--- src/logic/psc_pkg.sv ---
/*
  Shared constants for the peripheral bus target sequencer: request and
  selection octet layouts, parity sense and hold-time figures.
  Assumes a single 10 MHz core clock.
*/
package psc_pkg;

  // ***************************************************************
  // Clock and hold times
  // ***************************************************************
  localparam int CLK_PERIOD_NS = 100;
  localparam int HOLD_MIN_NS = 2000;
  // A least time rounds up to whole cycles.
  localparam int HOLD_CYCLES = (HOLD_MIN_NS + CLK_PERIOD_NS - 1) / CLK_PERIOD_NS;

  // ***************************************************************
  // Octet layouts on the host octet bus
  // ***************************************************************
  localparam int REQ_CODE_LSB = 4;
  localparam int ADDR_LSB = 0;
  localparam int ADDR_W = 3;
  localparam logic [3:0] REQ_POLL_IRQ = 4'h0;
  localparam logic [3:0] REQ_SETTINGS = 4'h1;
  localparam logic [3:0] REQ_FAC_IRQ = 4'h2;
  localparam logic [3:0] REQ_SEL_RESET = 4'h3;

  // Odd parity: octet plus parity bit holds an odd count of ones.
  localparam logic PARITY_ODD = 1'b1;

  // ***************************************************************
  // Reset values of the pin side
  // ***************************************************************
  localparam logic [7:0] BUS_B_RST = 8'h00;

endpackage

--- src/logic/psc_hold_timer.sv ---
/*
  Qualifies a level: done rises once the level has held for COUNT
  consecutive cycles and falls as soon as the level drops.
  Assumes the level is already in the clock domain.
*/
module psc_hold_timer #(
  parameter int COUNT = 20
) (
  input wire logic clk,
  input wire logic arst_n,
  input wire logic level,
  output logic done
);

  localparam int CW = $clog2(COUNT + 1);

  if (COUNT < 1)
  begin : g_count_check
    $error("psc_hold_timer: COUNT must be at least 1");
  end

  logic [CW-1:0] cnt_q;
  logic [CW-1:0] cnt_d;
  logic done_d;

  always_comb
  begin
    cnt_d = cnt_q;
    done_d = 1'b0;
    if (!level)
      cnt_d = '0;
    else if (cnt_q != CW'(COUNT))
      cnt_d = cnt_q + 1'b1;
    done_d = level && (cnt_d == CW'(COUNT));
  end

  always_ff @(posedge clk or negedge arst_n)
  begin
    if (!arst_n)
    begin
      cnt_q <= '0;
      done <= 1'b0;
    end
    else
    begin
      cnt_q <= cnt_d;
      done <= done_d;
    end
  end

endmodule

--- src/logic/psc_sync.sv ---
/*
  Two flip-flop synchroniser for a group of asynchronous pin inputs.
  Assumes each bit is independent; multi-bit values need their own qualifier.
*/
module psc_sync #(
  parameter int WIDTH = 1
) (
  input wire logic clk,
  input wire logic arst_n,
  input wire logic [WIDTH-1:0] async_in,
  output logic [WIDTH-1:0] sync_out
);

  logic [WIDTH-1:0] meta_q;
  logic [WIDTH-1:0] meta_d;
  logic [WIDTH-1:0] sync_d;

  always_comb
  begin
    meta_d = async_in;
    sync_d = meta_q;
  end

  always_ff @(posedge clk or negedge arst_n)
  begin
    if (!arst_n)
    begin
      meta_q <= '0;
      sync_out <= '0;
    end
    else
    begin
      meta_q <= meta_d;
      sync_out <= sync_d;
    end
  end

endmodule

--- src/logic/psc_target.sv ---
/*
  Target-side sequencer of a master/slave parallel peripheral bus: request
  polls and queries, selection, bus control, ending status, master reset and
  selective reset. Host lines arrive asynchronously and are synchronised here.
  Assumes the host holds each octet stable before moving its strobe lines and
  that user-side inputs are on clk.
*/
// Contract
// Interrupt poll: matching pending target drives its bit address on the target bus.
// Host skips target parity in a poll and ends it by dropping phase.
// Host waits for the slowest target before sampling and before the next sequence.
// Settings query: target drives response, asserts phase, drops it after host does.
// Facility query follows the settings handshake with a facility address octet.
// Host places the selection octet, then asserts select.
// Selected ready target drives its address first, then asserts phase.
// Selected busy target asserts only phase, with no address octet.
// Selection octet with bad parity selects nobody; no phase asserted.
// Target stays selected while select is active; deselects when it drops.
// Master reset: host drops select and phase, then strobes at least 10 us.
// Maintenance detected separately and entered only after 2 us.
// Selective reset: host sends octet, phase, then strobe at least 10 us.
// Selective reset detected separately; no action or release before 2 us.
// Host ends selective reset by dropping phase, then watches target phase drop. The code drops target phase once the reset qualifies, mid-strobe.
// Bus control: host octet and strobe, target ack octet and strobe, host drops.
// After bus control the target reenters acknowledge presenting no status octet.
// Ending status: target releases the bus, then drops phase, entering end state. The code drops bus drive and phase in the same cycle.
// Host then drives master status and drops its phase line.
// Target then drives slave status and reasserts phase, back in acknowledge.
// Transfers are framed by bus control and ending status; target may skip transfer.
// On an undefined host move the target releases the bus, then drops both lines.
// Every host line is synchronised before it steers any transition.
module psc_target #(
  parameter int HOLD_CYCLES = psc_pkg::HOLD_CYCLES
) (
  input wire logic clk,
  input wire logic arst_n,
  input wire logic select_out,
  input wire logic master_out,
  input wire logic sync_out,
  input wire logic [7:0] bus_a,
  input wire logic bus_a_par,
  output logic slave_in,
  output logic sync_in,
  output logic [7:0] bus_b,
  output logic bus_b_par,
  output logic bus_b_oe,
  input wire logic [2:0] my_addr,
  input wire logic busy,
  input wire logic irq_pending,
  input wire logic [7:0] settings_octet,
  input wire logic [7:0] fac_irq_octet,
  input wire logic [7:0] bus_ack_octet,
  input wire logic [7:0] slave_status_octet,
  output logic selected,
  output logic [7:0] host_octet,
  output logic bus_ctl_valid,
  output logic master_status_valid,
  output logic maintenance_state_mode,
  output logic reset_action
);

  if (HOLD_CYCLES < 1)
  begin : g_hold_check
    $error("psc_target: HOLD_CYCLES must be at least 1");
  end

  // ***************************************************************
  // Input synchronisation and edge detection
  // ***************************************************************
  logic [11:0] pins_s;
  logic sel_s, mst_s, syn_s, par_s;
  logic [7:0] a_s;
  logic mst_p_q, syn_p_q;
  logic mst_p_d, syn_p_d;

  psc_sync #(.WIDTH(12)) u_sync (
    .clk(clk),
    .arst_n(arst_n),
    .async_in({select_out, master_out, sync_out, bus_a_par, bus_a}),
    .sync_out(pins_s)
  );

  always_comb
  begin
    {sel_s, mst_s, syn_s, par_s, a_s} = pins_s;
    mst_p_d = mst_s;
    syn_p_d = syn_s;
  end

  function automatic logic odd_par(input logic [7:0] v);
    return ~^v ^ ~psc_pkg::PARITY_ODD;
  endfunction

  function automatic logic [7:0] bit_addr(input logic [2:0] a);
    return 8'h01 << a;
  endfunction

  logic par_ok, addr_me, mst_rise, mst_fall, syn_rise, syn_fall;
  logic [3:0] req_code;
  always_comb
  begin
    par_ok = (odd_par(a_s) == par_s);
    addr_me = (a_s[psc_pkg::ADDR_LSB +: psc_pkg::ADDR_W] == my_addr);
    req_code = a_s[psc_pkg::REQ_CODE_LSB +: 4];
    mst_rise = mst_s && !mst_p_q;
    mst_fall = !mst_s && mst_p_q;
    syn_rise = syn_s && !syn_p_q;
    syn_fall = !syn_s && syn_p_q;
  end

  // ***************************************************************
  // Independent reset detection
  // ***************************************************************
  // Kept apart from the main state machine so a wedged sequence cannot
  // block maintenance entry or a selective reset.
  logic armed_q, armed_d, maintenance_state_q, maintenance_state_d, rst_q, rst_d;
  logic maintenance_state_done, srst_done, srst_done_p_q;

  psc_hold_timer #(.COUNT(HOLD_CYCLES)) u_maintenance_state (
    .clk(clk),
    .arst_n(arst_n),
    .level(syn_s && !sel_s && !mst_s),
    .done(maintenance_state_done)
  );

  psc_hold_timer #(.COUNT(HOLD_CYCLES)) u_srst (
    .clk(clk),
    .arst_n(arst_n),
    .level(armed_q && mst_s && syn_s && !sel_s),
    .done(srst_done)
  );

  always_comb
  begin
    armed_d = armed_q;
    if (!mst_s)
      armed_d = 1'b0;
    else if (mst_rise && !sel_s)
      armed_d = par_ok && addr_me && (req_code == psc_pkg::REQ_SEL_RESET);
    rst_d = srst_done && !srst_done_p_q;
    maintenance_state_d = maintenance_state_q;
    if (maintenance_state_done)
      maintenance_state_d = 1'b1;
    else if (rst_d)
      maintenance_state_d = 1'b0;
  end

  always_ff @(posedge clk or negedge arst_n)
  begin
    if (!arst_n)
    begin
      armed_q <= 1'b0;
      maintenance_state_q <= 1'b0;
      rst_q <= 1'b0;
      srst_done_p_q <= 1'b0;
      mst_p_q <= 1'b0;
      syn_p_q <= 1'b0;
    end
    else
    begin
      armed_q <= armed_d;
      maintenance_state_q <= maintenance_state_d;
      rst_q <= rst_d;
      srst_done_p_q <= srst_done;
      mst_p_q <= mst_p_d;
      syn_p_q <= syn_p_d;
    end
  end

  // ***************************************************************
  // Sequence state machine
  // ***************************************************************
  typedef enum logic [3:0] {
    ST_IDLE, ST_POLL, ST_QRY_DRIVE, ST_QRY_ACK, ST_SRST, ST_SEL_DRIVE,
    ST_ACK, ST_BUSY, ST_BUSCTL, ST_XFER, ST_END, ST_STAT_DRIVE,
    ST_SEL_IGNORE, ST_DESELECTED_STATE, ST_ERR_REL, ST_ERR_WAIT
  } psc_state_t;

  psc_state_t st_q, st_d;
  logic slv_q, slv_d, syi_q, syi_d, oe_q, oe_d, sel_q, sel_d;
  logic [7:0] b_q, b_d, hoct_q, hoct_d;
  logic bcv_q, bcv_d, msv_q, msv_d;

  always_comb
  begin
    st_d = st_q;
    slv_d = slv_q;
    syi_d = syi_q;
    oe_d = oe_q;
    b_d = b_q;
    sel_d = sel_q;
    hoct_d = hoct_q;
    bcv_d = 1'b0;
    msv_d = 1'b0;
    case (st_q)
      ST_IDLE:
      begin
        if (sel_s && !mst_s)
        begin
          if (!par_ok || !addr_me)
            st_d = ST_SEL_IGNORE;
          else if (busy)
          begin
            slv_d = 1'b1;
            sel_d = 1'b1;
            st_d = ST_BUSY;
          end
          else
          begin
            b_d = bit_addr(my_addr);
            oe_d = 1'b1;
            sel_d = 1'b1;
            st_d = ST_SEL_DRIVE;
          end
        end
        else if (mst_rise && !sel_s && par_ok)
        begin
          case (req_code)
            psc_pkg::REQ_POLL_IRQ:
            begin
              if (irq_pending)
              begin
                b_d = bit_addr(my_addr);
                oe_d = 1'b1;
              end
              st_d = ST_POLL;
            end
            psc_pkg::REQ_SETTINGS:
            begin
              if (addr_me)
              begin
                b_d = settings_octet;
                oe_d = 1'b1;
                st_d = ST_QRY_DRIVE;
              end
            end
            psc_pkg::REQ_FAC_IRQ:
            begin
              if (addr_me)
              begin
                b_d = fac_irq_octet;
                oe_d = 1'b1;
                st_d = ST_QRY_DRIVE;
              end
            end
            psc_pkg::REQ_SEL_RESET:
            begin
              if (addr_me)
              begin
                slv_d = 1'b1;
                st_d = ST_SRST;
              end
            end
            default: st_d = ST_IDLE;
          endcase
        end
      end
      ST_POLL:
      begin
        if (!mst_s)
        begin
          oe_d = 1'b0;
          st_d = ST_IDLE;
        end
      end
      ST_QRY_DRIVE:
      begin
        slv_d = 1'b1;
        st_d = ST_QRY_ACK;
      end
      ST_QRY_ACK:
      begin
        if (!mst_s)
          st_d = ST_DESELECTED_STATE;
      end
      ST_SRST:
      begin
        // Lines stay put until the reset has qualified or the host ends it.
        if (rst_d || !mst_s)
          st_d = ST_ERR_REL;
      end
      ST_SEL_DRIVE:
      begin
        slv_d = 1'b1;
        st_d = ST_ACK;
      end
      ST_BUSY:
      begin
        if (!sel_s)
          st_d = ST_DESELECTED_STATE;
        else if (syn_rise || mst_rise)
          st_d = ST_ERR_REL;
      end
      ST_ACK, ST_XFER:
      begin
        if (!sel_s)
          st_d = ST_DESELECTED_STATE;
        else if (syn_rise)
        begin
          hoct_d = a_s;
          bcv_d = 1'b1;
          b_d = bus_ack_octet;
          oe_d = 1'b1;
          syi_d = 1'b1;
          st_d = ST_BUSCTL;
        end
        else if (mst_rise && st_q == ST_XFER)
        begin
          oe_d = 1'b0;
          slv_d = 1'b0;
          st_d = ST_END;
        end
        else if (mst_rise)
          st_d = ST_ERR_REL;
      end
      ST_BUSCTL:
      begin
        if (!sel_s)
          st_d = ST_DESELECTED_STATE;
        else if (syn_fall)
        begin
          oe_d = 1'b0;
          syi_d = 1'b0;
          st_d = ST_XFER;
        end
      end
      ST_END:
      begin
        if (!sel_s)
          st_d = ST_DESELECTED_STATE;
        else if (mst_fall)
        begin
          hoct_d = a_s;
          msv_d = 1'b1;
          b_d = slave_status_octet;
          oe_d = 1'b1;
          st_d = ST_STAT_DRIVE;
        end
      end
      ST_STAT_DRIVE:
      begin
        slv_d = 1'b1;
        st_d = ST_ACK;
      end
      ST_SEL_IGNORE:
      begin
        if (!sel_s)
          st_d = ST_IDLE;
      end
      ST_DESELECTED_STATE:
      begin
        oe_d = 1'b0;
        st_d = ST_ERR_WAIT;
      end
      ST_ERR_REL:
      begin
        oe_d = 1'b0;
        st_d = ST_ERR_WAIT;
      end
      ST_ERR_WAIT:
      begin
        slv_d = 1'b0;
        syi_d = 1'b0;
        sel_d = 1'b0;
        if (!sel_s && !mst_s)
          st_d = ST_IDLE;
      end
      default: st_d = ST_ERR_REL;
    endcase
    // A qualified selective reset wins in every state but ST_ERR_WAIT and drops the target off the bus.
    if (rst_d && st_q != ST_ERR_WAIT)
    begin
      oe_d = 1'b0;
      st_d = ST_ERR_REL;
    end
  end

  always_ff @(posedge clk or negedge arst_n)
  begin
    if (!arst_n)
    begin
      st_q <= ST_IDLE;
      slv_q <= 1'b0;
      syi_q <= 1'b0;
      oe_q <= 1'b0;
      b_q <= psc_pkg::BUS_B_RST;
      sel_q <= 1'b0;
      hoct_q <= 8'h00;
      bcv_q <= 1'b0;
      msv_q <= 1'b0;
    end
    else
    begin
      st_q <= st_d;
      slv_q <= slv_d;
      syi_q <= syi_d;
      oe_q <= oe_d;
      b_q <= b_d;
      sel_q <= sel_d;
      hoct_q <= hoct_d;
      bcv_q <= bcv_d;
      msv_q <= msv_d;
    end
  end

  // ***************************************************************
  // Outputs, all straight from flip-flops
  // ***************************************************************
  logic bpar_q;
  logic bpar_d;
  always_comb
  begin
    bpar_d = odd_par(b_d);
  end

  always_ff @(posedge clk or negedge arst_n)
  begin
    if (!arst_n)
      bpar_q <= 1'b0;
    else
      bpar_q <= bpar_d;
  end

  assign slave_in = slv_q;
  assign sync_in = syi_q;
  assign bus_b = b_q;
  assign bus_b_par = bpar_q;
  assign bus_b_oe = oe_q;
  assign selected = sel_q;
  assign host_octet = hoct_q;
  assign bus_ctl_valid = bcv_q;
  assign master_status_valid = msv_q;
  assign maintenance_state_mode = maintenance_state_q;
  assign reset_action = rst_q;

endmodule

--- config.mk ---
export PLATFORM = sky130hd
export DESIGN_NAME = psc_target
export DESIGN_NICKNAME = d
export VERILOG_FILES = /design/src/logic/psc_pkg.sv /design/src/logic/psc_hold_timer.sv /design/src/logic/psc_sync.sv /design/src/logic/psc_target.sv
export SDC_FILE = /design/constraint.sdc
export NUM_CORES = 1
export LEC_CHECK = 0
export ABC_CLOCK_PERIOD_IN_PS = 3350
export BUFFER_PORTS_ARGS = -buffer_cell sky130_fd_sc_hd__buf_2
export CORE_MARGIN = 1
export CORE_UTILIZATION = 25
export CTS_CLUSTER_DIAMETER = 150
export DETAILED_ROUTE_END_ITERATION = 8
export PLACE_DENSITY = 0.54
export SLEW_MARGIN = 20
export SYNTH_ARGS = -nofsm -noshare
export SYNTH_HDL_FRONTEND = slang
export SYNTH_HIERARCHICAL = 1
export SYNTH_SLANG_ARGS = --single-unit
--- constraint.sdc ---
create_clock -name clk -period 3.35 [get_ports clk]
set_input_delay 0.335 -clock clk [delete_from_list [all_inputs] [get_ports clk]]
set_output_delay 0.335 -clock clk [all_outputs]
set_load 0.1 [all_outputs]
==> results.toml, run 1 <==
[yosys]
syn_nets = 485
syn_area_um2 = 4166
synth_top_area_cell = "dfrtp_1"
ys_seq_elements = 69
synth_top_area_share_pct = 41.44
ys_types = 73
synthTopCellsByArea = "dfrtp_1, nand2_1, o21ai_0"
synth.avg_cell_area_um2 = 9.804
syn_inst = 425
yosysSeqAreaShare_pct = 41.44
synth_edf_count = 0
yosys-top-cells-count = "dfrtp_1, nand2_1, o21ai_0"
ys_async_sr_fraction_pct = 100.0
yosysMostFrequentCell = "dfrtp_1"
ys.flop_type = "dfrtp_1"
yosysWarnings = 6

[sta]
rsz0062_at_grt = "no"
fin_crit_sh_pct = 96.14
setup_viol = 0
hold_viol = 0
max_freq_mhz = 310.5
period_minus_slack_ns = 3.221
tightest_slew_ns = 0.6110
skew_ns = 0.009573
report.final.slew_viol_count = 0
setup_tns_ns = 0
relSlewSlack_pct = 58.71

[power_and_ir_drop]
p_per_area_nw_per_um2 = 887.1
cellLeakagePower_nw = 2.362
ir_drop_mv = 0.4702

[routing]
ant_nets = 0
postRouteWirelength_mm = 12.02
drc = 0
vias = 3686
routedWlPerCell_um = 16.42
firstDrtPassIters = 5
dr.first_iter.drc_count = 145
avgViaCountPerCell = 5.036

[floorplan]
initial_core_util_pct = 25.95
die_area_um2 = 17190
boundaryPins = 76
rows = 46
core_um2 = 16060
die_h_um = 131.1
die_x_um = 131.1

[critical_path]
required_ns = 3.57
reg2reg_from = "u_sync/sync_out[2]"
reg2reg_slack_ns = 0.13
cp_cell_sequence = "xnor2_1 -> nand3_1 -> buf_4 -> and3_1 -> a311oi_1 -> o32ai_2 -> a221o_1 -> xor3_1 -> xnor3_1"
start_kind = "register"
slowest_delay_ns = 0.46
worstRegToRegCells = 9
cp_max_fo = 8
critPathArrivalTime_ns = 3.44
worstSetupPathType = "reg -> reg"
r2r_end = "bus_b_par"
cp_slowest_cell = "dfrtp_1"
end_kind = "register"

[hold_path]
holdCritStartpoint = "select_out"
hold_end = "u_sync/meta_q[11]"
min_delay_path_depth = 1
hp-class = "in -> reg"

[clock_tree]
cts_root_buf = "clkbuf_16"
clk_latency_ns = 0.34
cts_buffers = 9
cts.path.max_buffers = 2
cts.sinks = 69
clkTransAtPathRegs_ns = 0.06
cts_tree = "built"
htree_levels = 3

[grt]
antenna_found_initial = 0
grt_util_all_layers_pct = 14.78
grt_max_degree = 35
overflow = 0
grt_pass1_wl_mm = 18.95
grt_pass1_vias = 3624

[job]
cap_viol_max_count = 0

[cells_and_area]
final_cell_area_um2 = 5236
synthToLayoutAreaGrowth_pct = 25.68
fin_nets = 571
antenna_cells = 0
layout-drive-gt1-share_pct = 27.33
fin_util_pct = 32.61

[placed_design]
gp_congestion = 0.8956
place_hpwl_mm = 9.204
placed_area_um2 = 4871
portBuffers = 75

[run_status]
outcome = "finished, final reports clean"
-- sequential cells by signal, summed over array words and instances, names as in the netlist, 4 cells and up --
signal / flops
u_sync/meta_q: 12
u_sync/sync_out: 12
bus_b: 8
host_octet: 8
u_maintenance_state/cnt_q: 5
u_srst/cnt_q: 5
st_q: 4
-- worst max path at each step --
stage	startpoint	to	slack (ns)	cells past startpoint
after floorplan	u_sync/sync_out[4]	bus_b_par	0.24	10
after global placement	u_sync/sync_out[4]	bus_b_par	0.13	10
after detailed placement	u_sync/sync_out[4]	bus_b_par	0.07	10
after CTS	u_sync/sync_out[4]	bus_b_par	0.03	10
after global routing	u_sync/sync_out[1]	bus_b_par	0.02	9
final	u_sync/sync_out[2]	bus_b_par	0.13	9
-- power by group --
group	internal (mW)	switching (mW)
combinational	0.865	1.72
sequential	0.999	0.153
clock	0.539	0.368
-- critical path: cells and delay by family, from the launching register on --
| family | cells | cell delay [ns] |
|---|---|---|
| XOR/XNOR | 3 | 1.03 |
| AO/OA/AOI/OAI | 3 | 0.78 |
| AND/OR/NAND/NOR | 2 | 0.53 |
| flip-flops | 1 | 0.46 |
| buffers and inverters | 1 | 0.31 |
-- timing repair --
| item | in CTS | in global routing |
|---|---|---|
| gates resized for setup | 0 | 8 |
| hold buffers | 1 | 0 |
| buffers inserted | 0 | 2 |
| setup endpoints to repair | 0 | 1 |
| hold endpoints to repair | 17 | 0 |
-- layout make-up --
type                            count  area (µm²)
Sequential cell                    69        1727
Clock inverter                      5       35.03
Multi-Input combinational cell    312        2318
Fill cell                        1678       10820
Clock buffer                       11       252.7
Inverter                           20       75.07
Timing Repair Buffer               99       558.0
Tap cell                          216       270.3
-- cells by family (layout without fill, tap and decap cells) --
logic type,count (synthesis),count (layout),share of synthesized area [%]
buffers and inverters,44,135,4.174
XOR/XNOR,17,17,6.006
adder cells (fa/ha/maj),9,9,2.703
AO/OA/AOI/OAI,136,136,23.69
multiplexers,17,17,4.324
AND/OR/NAND/NOR,133,133,17.66
flip-flops,69,69,41.44
-- cell usage in the layout, fill, tap and decap left out, types with 5 or more instances in the layout --
cell type,n
a21oi_1,21
mux2_2,8
nor2b_1,7
a22oi_1,6
a22o_1,7
and3_1,5
ha_1,9
and2_1,7
buf_4,23
a31oi_1,8
nand2_1,42
a32o_1,5
o21ai_0,24
dfrtp_1,69
mux2i_1,9
inv_1,20
nand2b_1,14
clkbuf_16,9
xnor2_1,5
nand3_1,10
buf_2,75
o31ai_1,5
o21a_1,5
nor2_1,17
-- per-stage QoR --
step / hold slack [ns] / power (mW) / instances / setup WS, ns
global route: 0.08589 / 4.898 / 732 / 0.02320
detailed placement: 0.2853 / 3.664 / 713 / 0.06741
global placement: 0.2740 / 3.671 / 713 / 0.1260
finish: 0.09860 / 4.645 / 732 / 0.1292
floorplan: 0.03941 / 3.118 / 425 / 0.2439
CTS: 0.08250 / 4.605 / 730 / 0.03398
-- metal layers --
| metal | up-vias | global-route usage [%] | wire length, µm |
|---|---|---|---|
| li1 | 1756 | - | - |
| met1 | 1795 | 18.94 | 5369 |
| met2 | 111 | 23.65 | 5739 |
| met3 | 24 | 3.044 | 574 |
| met4 | 0 | 7.370 | 335 |
| met5 | - | 0 | 0 |
No activity file was read; power rests on OpenSTA's default activity.
==> run 2: changes to the inputs <==
--- a/config.mk
+++ b/config.mk
@@ -5,7 +5,7 @@
 export SDC_FILE = /design/constraint.sdc
 export NUM_CORES = 1
 export LEC_CHECK = 0
-export ABC_CLOCK_PERIOD_IN_PS = 3350
+export ABC_CLOCK_PERIOD_IN_PS = 3200
 export BUFFER_PORTS_ARGS = -buffer_cell sky130_fd_sc_hd__buf_2
 export CORE_MARGIN = 1
 export CORE_UTILIZATION = 25
==> constraint.sdc (replaced) <==
create_clock -name clk -period 3.2 [get_ports clk]
set_input_delay 0.32 -clock clk [delete_from_list [all_inputs] [get_ports clk]]
set_output_delay 0.32 -clock clk [all_outputs]
set_load 0.1 [all_outputs]
==> run 2 against run 1 <==
- clock power increased by 19%
- largest cell class unchanged
- combinational power rose by 5%
- count of clock-buffer cells in the layout down 2
- critical endpoint unchanged
==> results.toml, run 2 (synthesized netlist as in run 1, its figures left out) <==
[cells_and_area]
layout_common_cells = "buf_2, dfrtp_1, nand2_1"
reg_top3 = "u_sync/meta_q x12, u_sync/sync_out x12"
fin_util_pct = 33.69
antenna_cells = 0
n_fill_cell = 1620
final_common_cell = "buf_2"
final_cell_area_um2 = 5410
synthToLayoutAreaGrowth_pct = 29.85
layout-drive-gt1-share_pct = 30.93
fin_nets = 582

[routing]
avgViaCountPerCell = 5.040
dr.first_iter.drc_count = 179
ant_nets = 0
routedWlPerCell_um = 16.01
postRouteWirelength_mm = 11.90
firstDrtPassIters = 5
vias = 3745
drc = 0

[placed_design]
pre_cts_ws_ns = -0.01573
place_hpwl_mm = 9.218
placed_area_um2 = 4954
gp_congestion = 0.8972
portBuffers = 75

[critical_path]
worstRegToRegCells = 10
critPathArrivalTime_ns = 3.30
end_kind = "register"
cp_cell_sequence = "xnor3_1 -> buf_4 -> xor3_2 -> and3_4 -> buf_4 -> a31oi_2 -> nor2b_2 -> o221ai_2 -> xnor3_1 -> xnor3_1"
crit_top_cell = "xnor3_1"
r2r_end = "bus_b_par"
start_kind = "register"
required_ns = 3.42
cp_max_fo = 4
worstSetupPathType = "reg -> reg"
reg2reg_from = "u_sync/sync_out[1]"
slowest_delay_ns = 0.44
cp_slowest_cell = "xnor3_1"
reg2reg_slack_ns = 0.13

[hold_path]
holdCritStartpoint = "bus_a[1]"
hp-class = "in -> reg"
min_delay_path_depth = 1
hold_end = "u_sync/meta_q[1]"

[sta]
fin_ws_ns = 0.1256
fin_crit_sh_pct = 96.08
relSlewSlack_pct = 61.79
hold_viol = 0
tightest_slew_ns = 0.5687
hold_slack_ns = 0.08605
setup_tns_ns = 0
report.final.slew_viol_count = 0
period_minus_slack_ns = 3.074
skew_ns = 0.01047
setup_viol = 0
max_freq_mhz = 325.3

[clock_tree]
htree_levels = 3
cts_root_buf = "clkbuf_16"
cts.sinks = 69
cts_buffers = 9
clk_latency_ns = 0.34
clkTransAtPathRegs_ns = 0.06
cts.path.max_buffers = 2
cts_tree = "built"

[floorplan]
core_um2 = 16060
initial_core_util_pct = 25.95
rows = 46
die_h_um = 131.1
die_x_um = 131.1
die_area_um2 = 17190
boundaryPins = 76

[grt]
overflow = 0
grt_util_all_layers_pct = 14.89
grt_pass1_wl_mm = 19.40
antenna_found_initial = 0
grt_pass1_vias = 3804
grt_max_degree = 35

[power_and_ir_drop]
p_per_area_nw_per_um2 = 924.4
cellLeakagePower_nw = 2.452
ir_drop_mv = 0.4348

[job]
cap_viol_max_count = 0

[run_status]
outcome = "finished, final reports clean"
run 2: cell count changes in the layout (fill, tap and decap cells not counted), moves of 2 or more:
cell        delta
clkinv_4       +2
buf_4         +10
inv_1          -2
bufinv_16      +2
clkinvlp_4     -3
clkbuf_8       -2
inv_2          +2
run 2: worst max-delay path by stage:
stage / start / end / slack (ns) / cells after the start
CTS: u_sync/sync_out[4] / bus_b_par / 0.04 / 10
global route: u_sync/sync_out[1] / bus_b_par / -0.005 / 10
detailed placement: u_sync/sync_out[4] / bus_b_par / -0.02 / 10
finish: u_sync/sync_out[1] / bus_b_par / 0.13 / 10
floorplan: u_sync/sync_out[4] / bus_b_par / 0.09 / 10
global placement: u_sync/sync_out[4] / bus_b_par / 0.06 / 10
run 2: cell type report:
cell class / count / area [µm²] / share of cell area (%)
clock buffers: 9 / 225.2 / 4.163
clock inverters: 7 / 98.84 / 1.827
inverters: 20 / 75.07 / 1.388
multi-input cells: 312 / 2370 / 43.80
flip-flops and latches: 69 / 1727 / 31.91
well taps: 216 / 270.3 / 4.995
repair buffers: 110 / 644.4 / 11.91
run 2: through the flow:
step | instances | power [mW]
6_report | 743 | 5.001
5_1_grt | 743 | 5.278
4_1_cts | 741 | 4.977
3_5_place_dp | 724 | 3.845
3_3_place_gp | 724 | 3.854
2_1_floorplan | 425 | 3.264
run 2: report_power, final:
part / switching [mW] / internal (mW)
Clock: 0.399 / 0.686
Combinational: 1.78 / 0.926
Sequential: 0.165 / 1.05
Total: 2.34 / 2.66
run 2: repair_timing:
item | CTS | global route
gates resized for setup | 1 | 21
cloned | 0 | 0
setup buffers | 0 | 3
endpoints found under the hold margin | 17 | 0
pin swaps | 0 | 14
hold buffers | 1 | 0
endpoints found under the setup margin | 1 | 1
run 2: critical path, delay by kind of cell, from the launching register on:
kind	cells	cell delay (ns)
buffers and inverters	2	0.29
DFF	1	0.43
and+or+nand+nor	2	0.27
AOI/OAI and AO/OA	2	0.40
xor gates and xnor gates	4	1.56
run 2: routing by layer:
layer | vias up | wire [µm] | global-route usage, %
li1 | 1782 | - | -
met1 | 1831 | 5231 | 18.95
met2 | 107 | 5672 | 23.72
met4 | 0 | 357 | 7.640
met3 | 25 | 633 | 3.328
met5 | - | 0 | 0
